--- config.mk ---
export PLATFORM = sky130hd
export DESIGN_NAME = pci_endian_clock_power
export DESIGN_NICKNAME = d
export VERILOG_FILES = /design/src/include/pecp_pkg.sv /design/src/logic/pci_endian_clock_power.sv
export SDC_FILE = /design/constraint.sdc
export NUM_CORES = 1
export LEC_CHECK = 0
export BUFFER_PORTS_ARGS = -buffer_cell sky130_fd_sc_hd__buf_2
export CAP_MARGIN = 20
export CORE_ASPECT_RATIO = 0.8
export CORE_MARGIN = 2
export CORE_UTILIZATION = 46
export DETAILED_ROUTE_END_ITERATION = 8
export GPL_TIMING_DRIVEN = 0
export PLACE_DENSITY = 0.83
export SYNTH_ARGS = -nofsm -noshare
export SYNTH_HDL_FRONTEND = slang
export SYNTH_SLANG_ARGS = --single-unit
export TNS_END_PERCENT = 30
--- constraint.sdc ---
create_clock -name sys_clk_i -period 4.2 [get_ports sys_clk_i]
set_clock_uncertainty 0.15 [all_clocks]
set_input_delay 1.26 -clock sys_clk_i [delete_from_list [all_inputs] [get_ports sys_clk_i]]
set_output_delay 1.26 -clock sys_clk_i [all_outputs]
set_load 0.01 [all_outputs]
--- src/include/pecp_pkg.sv ---
// constants for the pci endian, clock-speed and power-management block
package pecp_pkg;
  localparam int unsigned NUM_WIN = 4;          // three memory windows plus one io window
  localparam logic [1:0] PS_D0 = 2'h0;
  localparam logic [1:0] PS_D3HOT = 2'h3;
  localparam logic [1:0] DIV_SEL_33 = 2'h0;    // divider code for 33 MHz
  localparam logic [1:0] DIV_SEL_66 = 2'h1;    // divider code for 66 MHz
  localparam logic [1:0] DIV_SEL_RESET = 2'h0;
  typedef enum logic [1:0] {PM_D0_UNINIT, PM_D0_ACTIVE, PM_D3HOT, PM_OTHER} pm_state_t;
endpackage

--- src/logic/pci_endian_clock_power.sv ---
// pci byte-swap paths, fast-bus clock setup and power-management event logic
//
// Functional notes
// - each window with swap enabled (inbound also needs prefetch enabled) reverses the four bytes of every 32-bit word.
// - swap disabled by default keeps every byte at its own address.
// - big-endian system with swap keeps pci byte order for 32-bit accesses.
// - outbound window swap comes from its local base register swap bit.
// - inbound window swap comes from its local base register swap bit.
// - inbound swapping is forced off when the window has prefetch disabled.
// - fast mode bit during soft reset drives the fast-drive signal asserted.
// - divider field change moves generated pci clock from 33 to 66 MHz.
// - satellite mode reads the fast-drive pin into a status bit.
// - states D0 to D3; reset or D3hot exit gives uninitialised D0.
// - host writing 11b sets the state change flag and enters D3hot.
// - the current power-state field is mirrored for local software.
// - wake enable allows wake pin, sets a flag and is mirrored.
// - local wake request sets wake status and pulls the wake pin low.
// - host writing 1 clears wake status, releases pin, sets cleared flag.
// - host mode sets the detected flag when a satellite pulls the wake pin.
`timescale 1ns/10ps
module pci_endian_clock_power
  import pecp_pkg::*;
(
  // clock, reset, enable
  input wire logic sys_clk_i,
  input wire logic reset_i,
  input wire logic clk_en_i,
  input wire logic controller_hard_reset_i,
  // mode
  input wire logic host_mode_i,
  // outbound data path (local to pci)
  input wire logic [31:0] out_data_i,
  input wire logic [1:0] out_win_i,
  input wire logic [NUM_WIN-1:0] outbound_window_byte_swap_i,
  output logic [31:0] out_data_o,
  // inbound data path (pci to local)
  input wire logic [31:0] in_data_i,
  input wire logic [1:0] in_win_i,
  input wire logic [NUM_WIN-1:0] inbound_window_byte_swap_i,
  input wire logic [NUM_WIN-1:0] inbound_prefetch_en_i,
  output logic [31:0] in_data_o,
  // clock speed setup
  input wire logic controller_soft_reset_i,
  input wire logic chip_fast_pci_mode_i,
  input wire logic [1:0] pci_clock_divider_sel_i,
  input wire logic fast_drive_in_i,
  output logic fast_drive_out_o,
  output logic fast_drive_oe_n_o,
  output logic [1:0] pci_clock_div_o,
  output logic fast_drive_input_status_o,
  // power state, host side config writes
  input wire logic sw_init_done_i,
  input wire logic pm_state_wr_i,
  input wire logic [1:0] pm_state_wdata_i,
  input wire logic wake_enable_wr_i,
  input wire logic wake_enable_wdata_i,
  input wire logic wake_status_clr_wr_i,
  // local software controls
  input wire logic wake_request_bit_i,
  input wire logic [3:0] flag_clear_i,
  input wire logic [3:0] irq_enable_i,
  // wake pin, open drain
  input wire logic wake_pin_i,
  output logic wake_pin_o,
  output logic wake_pin_oe_n_o,
  // status
  output logic [1:0] satellite_power_state_mirror_o,
  output logic pm_active_o,
  output logic wake_enable_mirror_o,
  output logic wake_status_o,
  output logic power_state_change_flag_o,
  output logic wake_enable_set_flag_o,
  output logic wake_status_cleared_flag_o,
  output logic wake_detected_flag_o,
  output logic pm_irq_o
);

  ////////////////////////////////////////////////////////////////////////
  // byte swap paths
  logic [31:0] out_data_d, out_data_q, in_data_d, in_data_q;
  logic out_swap, in_swap;

  // reversing bytes keeps pci order for 32-bit words from a big-endian core
  function automatic logic [31:0] swap32(input logic [31:0] w);
    swap32 = {w[7:0], w[15:8], w[23:16], w[31:24]};
  endfunction

  always_comb
  begin
    out_swap = outbound_window_byte_swap_i[out_win_i];
    in_swap = inbound_window_byte_swap_i[in_win_i] & inbound_prefetch_en_i[in_win_i];
    out_data_d = out_swap ? swap32(out_data_i) : out_data_i;
    in_data_d = in_swap ? swap32(in_data_i) : in_data_i;
  end

  always_ff @(posedge sys_clk_i or posedge reset_i)
  begin
    if (reset_i)
    begin
      out_data_q <= 32'h0;
      in_data_q <= 32'h0;
    end
    else if (clk_en_i)
    begin
      out_data_q <= out_data_d;
      in_data_q <= in_data_d;
    end
  end

  assign out_data_o = out_data_q;
  assign in_data_o = in_data_q;

  ////////////////////////////////////////////////////////////////////////
  // fast bus setup; the latch only moves during soft reset so the pin never
  // changes while the bus is live
  logic fast_d, fast_q, fstat_d, fstat_q, fast_oe_n_d, fast_oe_n_q;
  logic [1:0] div_d, div_q;

  always_comb
  begin
    fast_d = fast_q;
    if (controller_soft_reset_i)
      fast_d = chip_fast_pci_mode_i;
    div_d = pci_clock_divider_sel_i;
    fstat_d = host_mode_i ? fast_q : fast_drive_in_i;
    // host drives the pin, satellite only listens
    fast_oe_n_d = ~host_mode_i;
  end

  always_ff @(posedge sys_clk_i or posedge reset_i)
  begin
    if (reset_i)
    begin
      fast_q <= 1'h0;
      div_q <= DIV_SEL_RESET;
      fstat_q <= 1'h0;
      fast_oe_n_q <= 1'h1;
    end
    else if (clk_en_i)
    begin
      fast_q <= fast_d;
      div_q <= div_d;
      fstat_q <= fstat_d;
      fast_oe_n_q <= fast_oe_n_d;
    end
  end

  // pins and status come straight from their flops
  assign fast_drive_out_o = fast_q;
  assign fast_drive_oe_n_o = fast_oe_n_q;
  assign pci_clock_div_o = div_q;
  assign fast_drive_input_status_o = fstat_q;

  ////////////////////////////////////////////////////////////////////////
  // power state and wake event logic
  pm_state_t pm_d, pm_q;
  logic [1:0] ps_d, ps_q;
  logic wen_d, wen_q, wst_d, wst_q;
  logic [3:0] flg_d, flg_q, ev;
  logic irq_d, irq_q, wpin_d, wpin_q, act_d, act_q;
  logic soft_rst;

  assign soft_rst = controller_hard_reset_i;

  // flag order: 0 state change, 1 wake enable set, 2 wake cleared, 3 detected
  always_comb
  begin
    pm_d = pm_q;
    ps_d = ps_q;
    wen_d = wen_q;
    wst_d = wst_q;
    ev = 4'h0;
    case (pm_q)
      PM_D0_UNINIT: if (sw_init_done_i) pm_d = PM_D0_ACTIVE;
      PM_D0_ACTIVE, PM_OTHER, PM_D3HOT: ;
      default: pm_d = PM_D0_UNINIT;
    endcase
    if (!host_mode_i && pm_state_wr_i)
    begin
      ps_d = pm_state_wdata_i;
      if (pm_state_wdata_i == PS_D3HOT)
      begin
        pm_d = PM_D3HOT;
        ev[0] = 1'h1;
      end
      else if (pm_q == PM_D3HOT && pm_state_wdata_i == PS_D0)
        pm_d = PM_D0_UNINIT;
      else if (pm_state_wdata_i != PS_D0)
        pm_d = PM_OTHER;
      else if (pm_q == PM_OTHER)
        pm_d = PM_D0_ACTIVE; // light sleep keeps its setup, so D0 comes back active
    end
    if (!host_mode_i && wake_enable_wr_i)
    begin
      wen_d = wake_enable_wdata_i;
      ev[1] = wake_enable_wdata_i & ~wen_q;
    end
    // a same-cycle local request keeps the status set, so no cleared flag then
    if (!host_mode_i && wake_status_clr_wr_i && wst_q && !wake_request_bit_i)
    begin
      wst_d = 1'h0;
      ev[2] = 1'h1;
    end
    if (!host_mode_i && wake_request_bit_i)
      wst_d = 1'h1;
    ev[3] = host_mode_i & ~wake_pin_i;
    // set beats clear so no event is lost
    flg_d = (flg_q & ~flag_clear_i) | ev;
    // the hard reset bit returns all power state to its power-on values
    if (soft_rst)
    begin
      pm_d = PM_D0_UNINIT;
      ps_d = PS_D0;
      wen_d = 1'h0;
      wst_d = 1'h0;
      flg_d = 4'h0;
    end
    irq_d = |(flg_d & irq_enable_i);
    // the enable is kept inverted so the pin enable leaves a flop untouched
    wpin_d = ~(~host_mode_i & wst_d & wen_d);
    act_d = (pm_d == PM_D0_ACTIVE);
  end

  always_ff @(posedge sys_clk_i or posedge reset_i)
  begin
    if (reset_i)
    begin
      pm_q <= PM_D0_UNINIT;
      ps_q <= PS_D0;
      wen_q <= 1'h0;
      wst_q <= 1'h0;
      flg_q <= 4'h0;
      irq_q <= 1'h0;
      wpin_q <= 1'h1;
      act_q <= 1'h0;
    end
    else if (clk_en_i)
    begin
      pm_q <= pm_d;
      ps_q <= ps_d;
      wen_q <= wen_d;
      wst_q <= wst_d;
      flg_q <= flg_d;
      irq_q <= irq_d;
      wpin_q <= wpin_d;
      act_q <= act_d;
    end
  end

  // open drain: only ever drive low, the enable does the signalling
  assign wake_pin_o = 1'h0;
  assign wake_pin_oe_n_o = wpin_q;
  assign satellite_power_state_mirror_o = ps_q;
  assign pm_active_o = act_q;
  assign wake_enable_mirror_o = wen_q;
  assign wake_status_o = wst_q;
  assign power_state_change_flag_o = flg_q[0];
  assign wake_enable_set_flag_o = flg_q[1];
  assign wake_status_cleared_flag_o = flg_q[2];
  assign wake_detected_flag_o = flg_q[3];
  assign pm_irq_o = irq_q;

endmodule

# After elaboration in Yosys (flattened, before gate mapping)
# Index checks and enable logic that the tools add are counted.
word_totals:
  ff_bits: 82
  in_bits: 107
  out_inout_bits: 81
  wordCells: 78
op_classes:
  magnitude_cmp: 2
  n_eq_ne: 4
  n_mux: 29
  bitwise: 13
  n_reduce_logical: 16
op_table:
  columns: ["op", "count"]
  rows:
  - ["$mux W32", 2]
  - ["$mux W2", 10]
  - ["$mux W1", 13]
  - ["$and A4 B4 Y4", 2]
  - ["$logic_and A1 B1 Y1", 7]
  - ["$bmux W1 S2", 3]
  - ["$eq A2 B2 Y1 const B", 3]
  - ["$lt A2 B3 Y1 const B", 2]
  - ["$and A1 B1 Y1", 5]
  - ["$logic_not A2 Y1", 2]
  - ["$mux W4", 1]
  - ["$not A1 Y1", 4]
  - ["$not A4 Y4", 1]
  - ["$or A4 B4 Y4", 1]
  - ["$reduce_and A2 Y1", 2]
  - ["$reduce_bool A2 Y1", 2]
  - ["$reduce_or A4 Y1", 1]
  - ["$eq A2 B1 Y1 const B", 1]
  - ["$logic_not A1 Y1", 2]

# Longest topological paths before layout
depth:
  ltp_word: 10
  ltp_mapped: 6
  mapped_depth_nobuf: 4

# Worst setup path before layout
# Ideal clock, no wire load.
synth_timing:
  path_type: "input to register"
  startpoint: "input inbound_prefetch_en_i[3]"
  endpoint: "register in_data_q[20], in the netlist in_data_o[20]"
  setup_time_ns: 0.137
  t_arrival_ns: 2.245
  t_required_ns: 3.913
  slack_ns: 1.668
  cell_stages: 6
  n_path_buf: 2
  cell_sequence: "nand2_1 mux4_2 buf_6 buf_12 mux2i_1 a21oi_1"
synth_between:
  elab_chain_len: 4
synth_lines:
  columns: ["item", "line_no", "source"]
  rows:
  - ["from (decl)", "pci_endian_clock_power.sv:40", "input wire logic [NUM_WIN-1:0] inbound_prefetch_en_i,"]
  - ["$bmux W1 S2", "pci_endian_clock_power.sv:91", "in_swap = inbound_window_byte_swap_i[in_win_i] & inbound_prefetch_en_i[in_win_i];"]
  - ["$mux W1 (not written as such)", "pci_endian_clock_power.sv:91", null]
  - ["$and A1 B1 Y1", "pci_endian_clock_power.sv:91", null]
  - ["$mux W32", "pci_endian_clock_power.sv:93", "in_data_d = in_swap ? swap32(in_data_i) : in_data_i;"]
  - ["to (signal assigned)", "pci_endian_clock_power.sv:106", "in_data_q <= in_data_d;"]
  - ["to (decl)", "pci_endian_clock_power.sv:80", "logic [31:0] out_data_d, out_data_q, in_data_d, in_data_q;"]
# Every way passes these cells. The select of a mux whose other input is x is not followed.
# A chain may end at the register's enable or synchronous reset.

# Worst setup path after layout
layout_timing:
  startpoint: "input out_win_i[0]"
  endpoint: "register out_data_q[5], in the netlist out_data_o[5]"
layout_between:
  elab_chain_len: 3
layout_lines:
  columns: ["item", "line_no", "source"]
  rows:
  - ["from (decl)", "pci_endian_clock_power.sv:33", "input wire logic [1:0] out_win_i,"]
  - ["$bmux W1 S2", "pci_endian_clock_power.sv:90", "out_swap = outbound_window_byte_swap_i[out_win_i];"]
  - ["$mux W1 (not written as such)", "pci_endian_clock_power.sv:90", null]
  - ["$mux W32", "pci_endian_clock_power.sv:92", "out_data_d = out_swap ? swap32(out_data_i) : out_data_i;"]
  - ["to (signal assigned)", "pci_endian_clock_power.sv:105", "out_data_q <= out_data_d;"]
  - ["to (decl)", "pci_endian_clock_power.sv:80", null]
# Every way passes these cells. The select of a mux whose other input is x is not followed.

==> impl_metrics.yaml <==
status:
  outcome: "finished, final reports clean"
placement:
  gpl.final_weighted_congestion: 0.826
  detailed_place_hpwl_um: 8710
  portBuffers: 185
min_path:
  min-delay-path-class: "reg2reg"
power_and_ir_drop:
  vdd.ir_drop.worst_mv: 0.239
  power.density_cell_area_nw_per_um2: 388
  leak_pwr_nw: 2.71
worst_setup_path:
  timing.critical_path.arrival_ns: 2.55
  critPathMaxFanout: 10
  worstSetupStartpointType: "primary input"
  critPathMostFrequentCell: "sky130_fd_sc_hd__buf_6"
  crit_path_end_kind: "register"
  cp_cell_sequence: "buf_2 -> mux4_2 -> buf_6 -> buf_6 -> mux2i_1 -> a21oi_1"
  cp.required_ns: 4.26
  criticalPathCategory: "in2reg"
  critPathSlowestCell: "sky130_fd_sc_hd__mux4_2"
  critical-path-max-stage-delay_ns: 0.50
synth:
  share_of_synthesized_area_spent_on_multiplexers_pct: 19.4
  post_synth_and_or_nand_nor_area_fraction_pct: 9.00
  netlist_top_cells_area: "sky130_fd_sc_hd__dfrtp_1 51%, sky130_fd_sc_hd__mux2i_1 17%, sky130_fd_sc_hd__a21oi_1 8.7%, sky130_fd_sc_hd__nor2_1 6.6%, sky130_fd_sc_hd__buf_12 1.5%"
  synthDominantCellAreaShare_pct: 51.1
  synth_top_family_by_area: "multiplexers"
  post_synth_fa_ha_maj_area_fraction_pct: 0
  synth-main-ff-cell: "sky130_fd_sc_hd__dfrtp_1"
  netlist.top_cell.by_area: "sky130_fd_sc_hd__dfrtp_1"
  synthesis.nets: 482
  avgSynthCellArea_um2: 10.5
  synth.yosys.warnings: 0
  synth_cell_types: 29
  synthXorXnorAreaFrac_pct: 0
  synth-edff-count: 0
  seq_area_frac_synth_pct: 52.4
  synth-seq-cells: 82
  syn-instance-count: 375
  synth-async-reset-ratio_pct: 100
  synth_compound_area_share_pct: 12.9
  netlist_area_um2: 3920
grt:
  grt_pass1_vias: 3573
  first_pass_grt_wire_length_um: 17700
  globalRoute.totalOverflow: 0
  antenna_found_initial: 0
  grt_max_degree: 43
  track_usage_pct: 24.8
clocking:
  cts_made_buffers: 9
  root_buffer_cell: "sky130_fd_sc_hd__clkbuf_8"
  post_cts_buffers: 0
  cts_tree: "yes"
  cts_hold_repair.buffers: 0
  cts.clk_slew.worst_paths_ns: 0.08
  cts_sinks: 82
  source_to_sink_clock_delay_at_the_later_pin_of_the_worst_skew_pair_ns: 0.34
  clock_path_buffers: 2
  htreeDepth: 3
  post_cts.resized_instances: 0
timing:
  report.final.hold_viol_count: 0
  finalSetupViolations: 0
  final_max_slew_viol_count: 0
  fmaxAchievable_mhz: 401
  minimum_clock_period_after_layout_ns: 2.49
  grt_setup_unrepaired: "false"
  fin_hold_ws_ns: 0.358
  fin_crit_sh_pct: 59.4
  slew_headroom_pct: 63.2
  max_slew.worst_pin.slew_ns: 0.552
routing:
  drt-initial-drc-count: 166
  drt-vias-per-instance: 5.28
  number_of_vias_in_the_routed_layout: 3640
  route.detailed.wl_per_inst_um: 16.6
  drcViolationCount: 0
  drtPass1Iterations: 4
  antenna_left: 0
  routed_wl_um: 11400
floorplan:
  initial_core_util_pct: 46.8
  top_level_ports: 188
  die_w_um: 107
  placement_rows: 30
  core_area_um2: 8370
  die_area_um2: 9280
  dieHeight_um: 86.6
job:
  max-cap-violations: 0
cells_and_area:
  final_nets: 679
  area_growth_from_synthesis_to_layout_pct: 33.1
  layout-drive-gt1-share_pct: 38.3
  insertedDiodeCount: 0
  final_util_pct: 62.4
==> area by class of cell <==
class	instances	area, µm²
multi-input combinational	253	1620
sequential	82	2050
tap	112	140
buffer	26	190
inverter	14	55.1
clock buffer	11	131
clock inverter	5	78.8
fill	700	3150
timing repair buffer	186	946
==> where the power goes <==
group          switching [mW]  internal (mW)
logic                   0.258          0.216
registers              0.0523          0.880
clock network           0.286          0.335
total                   0.596           1.43
==> cell usage in the layout, fill, tap and decap left out, types with 2 or more instances in the layout <==
cell                          n
sky130_fd_sc_hd__buf_2      187
sky130_fd_sc_hd__dfrtp_1     80
sky130_fd_sc_hd__nor2_1      69
sky130_fd_sc_hd__a21oi_1     68
sky130_fd_sc_hd__mux2i_1     66
sky130_fd_sc_hd__clkbuf_1    16
sky130_fd_sc_hd__inv_1       13
sky130_fd_sc_hd__clkbuf_8     9
sky130_fd_sc_hd__o21ai_0      8
sky130_fd_sc_hd__nand2_1      7
sky130_fd_sc_hd__o22ai_1      6
sky130_fd_sc_hd__buf_6        5
sky130_fd_sc_hd__nand2b_1     5
sky130_fd_sc_hd__mux2_2       5
sky130_fd_sc_hd__nor2b_1      4
sky130_fd_sc_hd__buf_12       4
sky130_fd_sc_hd__mux4_2       2
sky130_fd_sc_hd__a32o_1       2
sky130_fd_sc_hd__a32oi_1      2
sky130_fd_sc_hd__a31oi_1      2
sky130_fd_sc_hd__bufinv_16    2
sky130_fd_sc_hd__clkinv_2     2
sky130_fd_sc_hd__dfstp_2      2
==> sequential cells by signal (all words and copies together) (netlist names) <==
| register | count |
|---|---|
| in_data_o | 32 |
| pm_q | 2 |
| pm_irq_o | 1 |
| fast_drive_out_o | 1 |
| out_data_o | 32 |
| pm_active_o | 1 |
| fast_drive_input_status_o | 1 |
| satellite_power_state_mirror_o | 2 |
| flg_q | 4 |
| fast_drive_oe_n_o | 1 |
| wake_enable_mirror_o | 1 |
| wake_pin_oe_n_o | 1 |
| pci_clock_div_o | 2 |
| wake_status_o | 1 |
==> kinds of logic after synthesis <==
group	Yosys count
other cells	1
buf+inv	40
simple gates	87
flops	82
compound gates	92
mux	73
==> cells in the mapped netlist, types with 3 or more instances <==
library cell / n
sky130_fd_sc_hd__a21oi_1: 68
sky130_fd_sc_hd__buf_12: 3
sky130_fd_sc_hd__buf_6: 5
sky130_fd_sc_hd__clkbuf_1: 14
sky130_fd_sc_hd__dfrtp_1: 80
sky130_fd_sc_hd__inv_1: 14
sky130_fd_sc_hd__mux2_2: 5
sky130_fd_sc_hd__mux2i_1: 66
sky130_fd_sc_hd__nand2_1: 7
sky130_fd_sc_hd__nand2b_1: 5
sky130_fd_sc_hd__nor2_1: 69
sky130_fd_sc_hd__nor2b_1: 4
sky130_fd_sc_hd__o21ai_0: 8
sky130_fd_sc_hd__o22ai_1: 6
==> critical path, delay by kind of cell <==
family	cells	cell delay (ns)
AO/OA/AOI/OAI	1	0.11
multiplexers	2	0.78
buffers and inverters	3	0.40
==> final timing paths <==
check / from / endpoint / cells after the start / slack [ns]
worst max-delay path: out_win_i[0] / out_data_o[5] / 6 / 1.71
max in group asynchronous: reset_i / fast_drive_oe_n_o / 3 / 2.44
min in group asynchronous: reset_i / out_data_o[14] / 2 / 0.79
worst max register to register: wake_status_o / pm_irq_o / 4 / 2.68
worst min-delay path: wake_pin_oe_n_o / wake_pin_oe_n_o / 2 / 0.36
worst min register to register: wake_pin_oe_n_o / wake_pin_oe_n_o / 2 / 0.36
==> metrics by stage <==
| stage | cells | setup slack (ns) | setup TNS (ns) | cell area (µm²) | power [mW] |
|---|---|---|---|---|---|
| finish | 689 | 1.71 | 0 | 5220 | 2.03 |
| global placement | 672 | -0.168 | -13.14 | 4990 | 1.40 |
| CTS | 689 | 1.73 | 0 | 5220 | 2.04 |
| floorplan | 375 | 0.685 | 0 | 3920 | 1.21 |
| global route | 689 | 1.58 | 0 | 5220 | 2.13 |
| detailed placement | 673 | 1.35 | 0 | 5010 | 1.42 |
==> layer usage <==
metal	GRT usage [%]	wire, µm
met1	31.1	4770
met2	42.6	5470
met3	6.17	977
met4	7.79	203
met5	0	0
No activity file was read; power rests on OpenSTA's default activity.
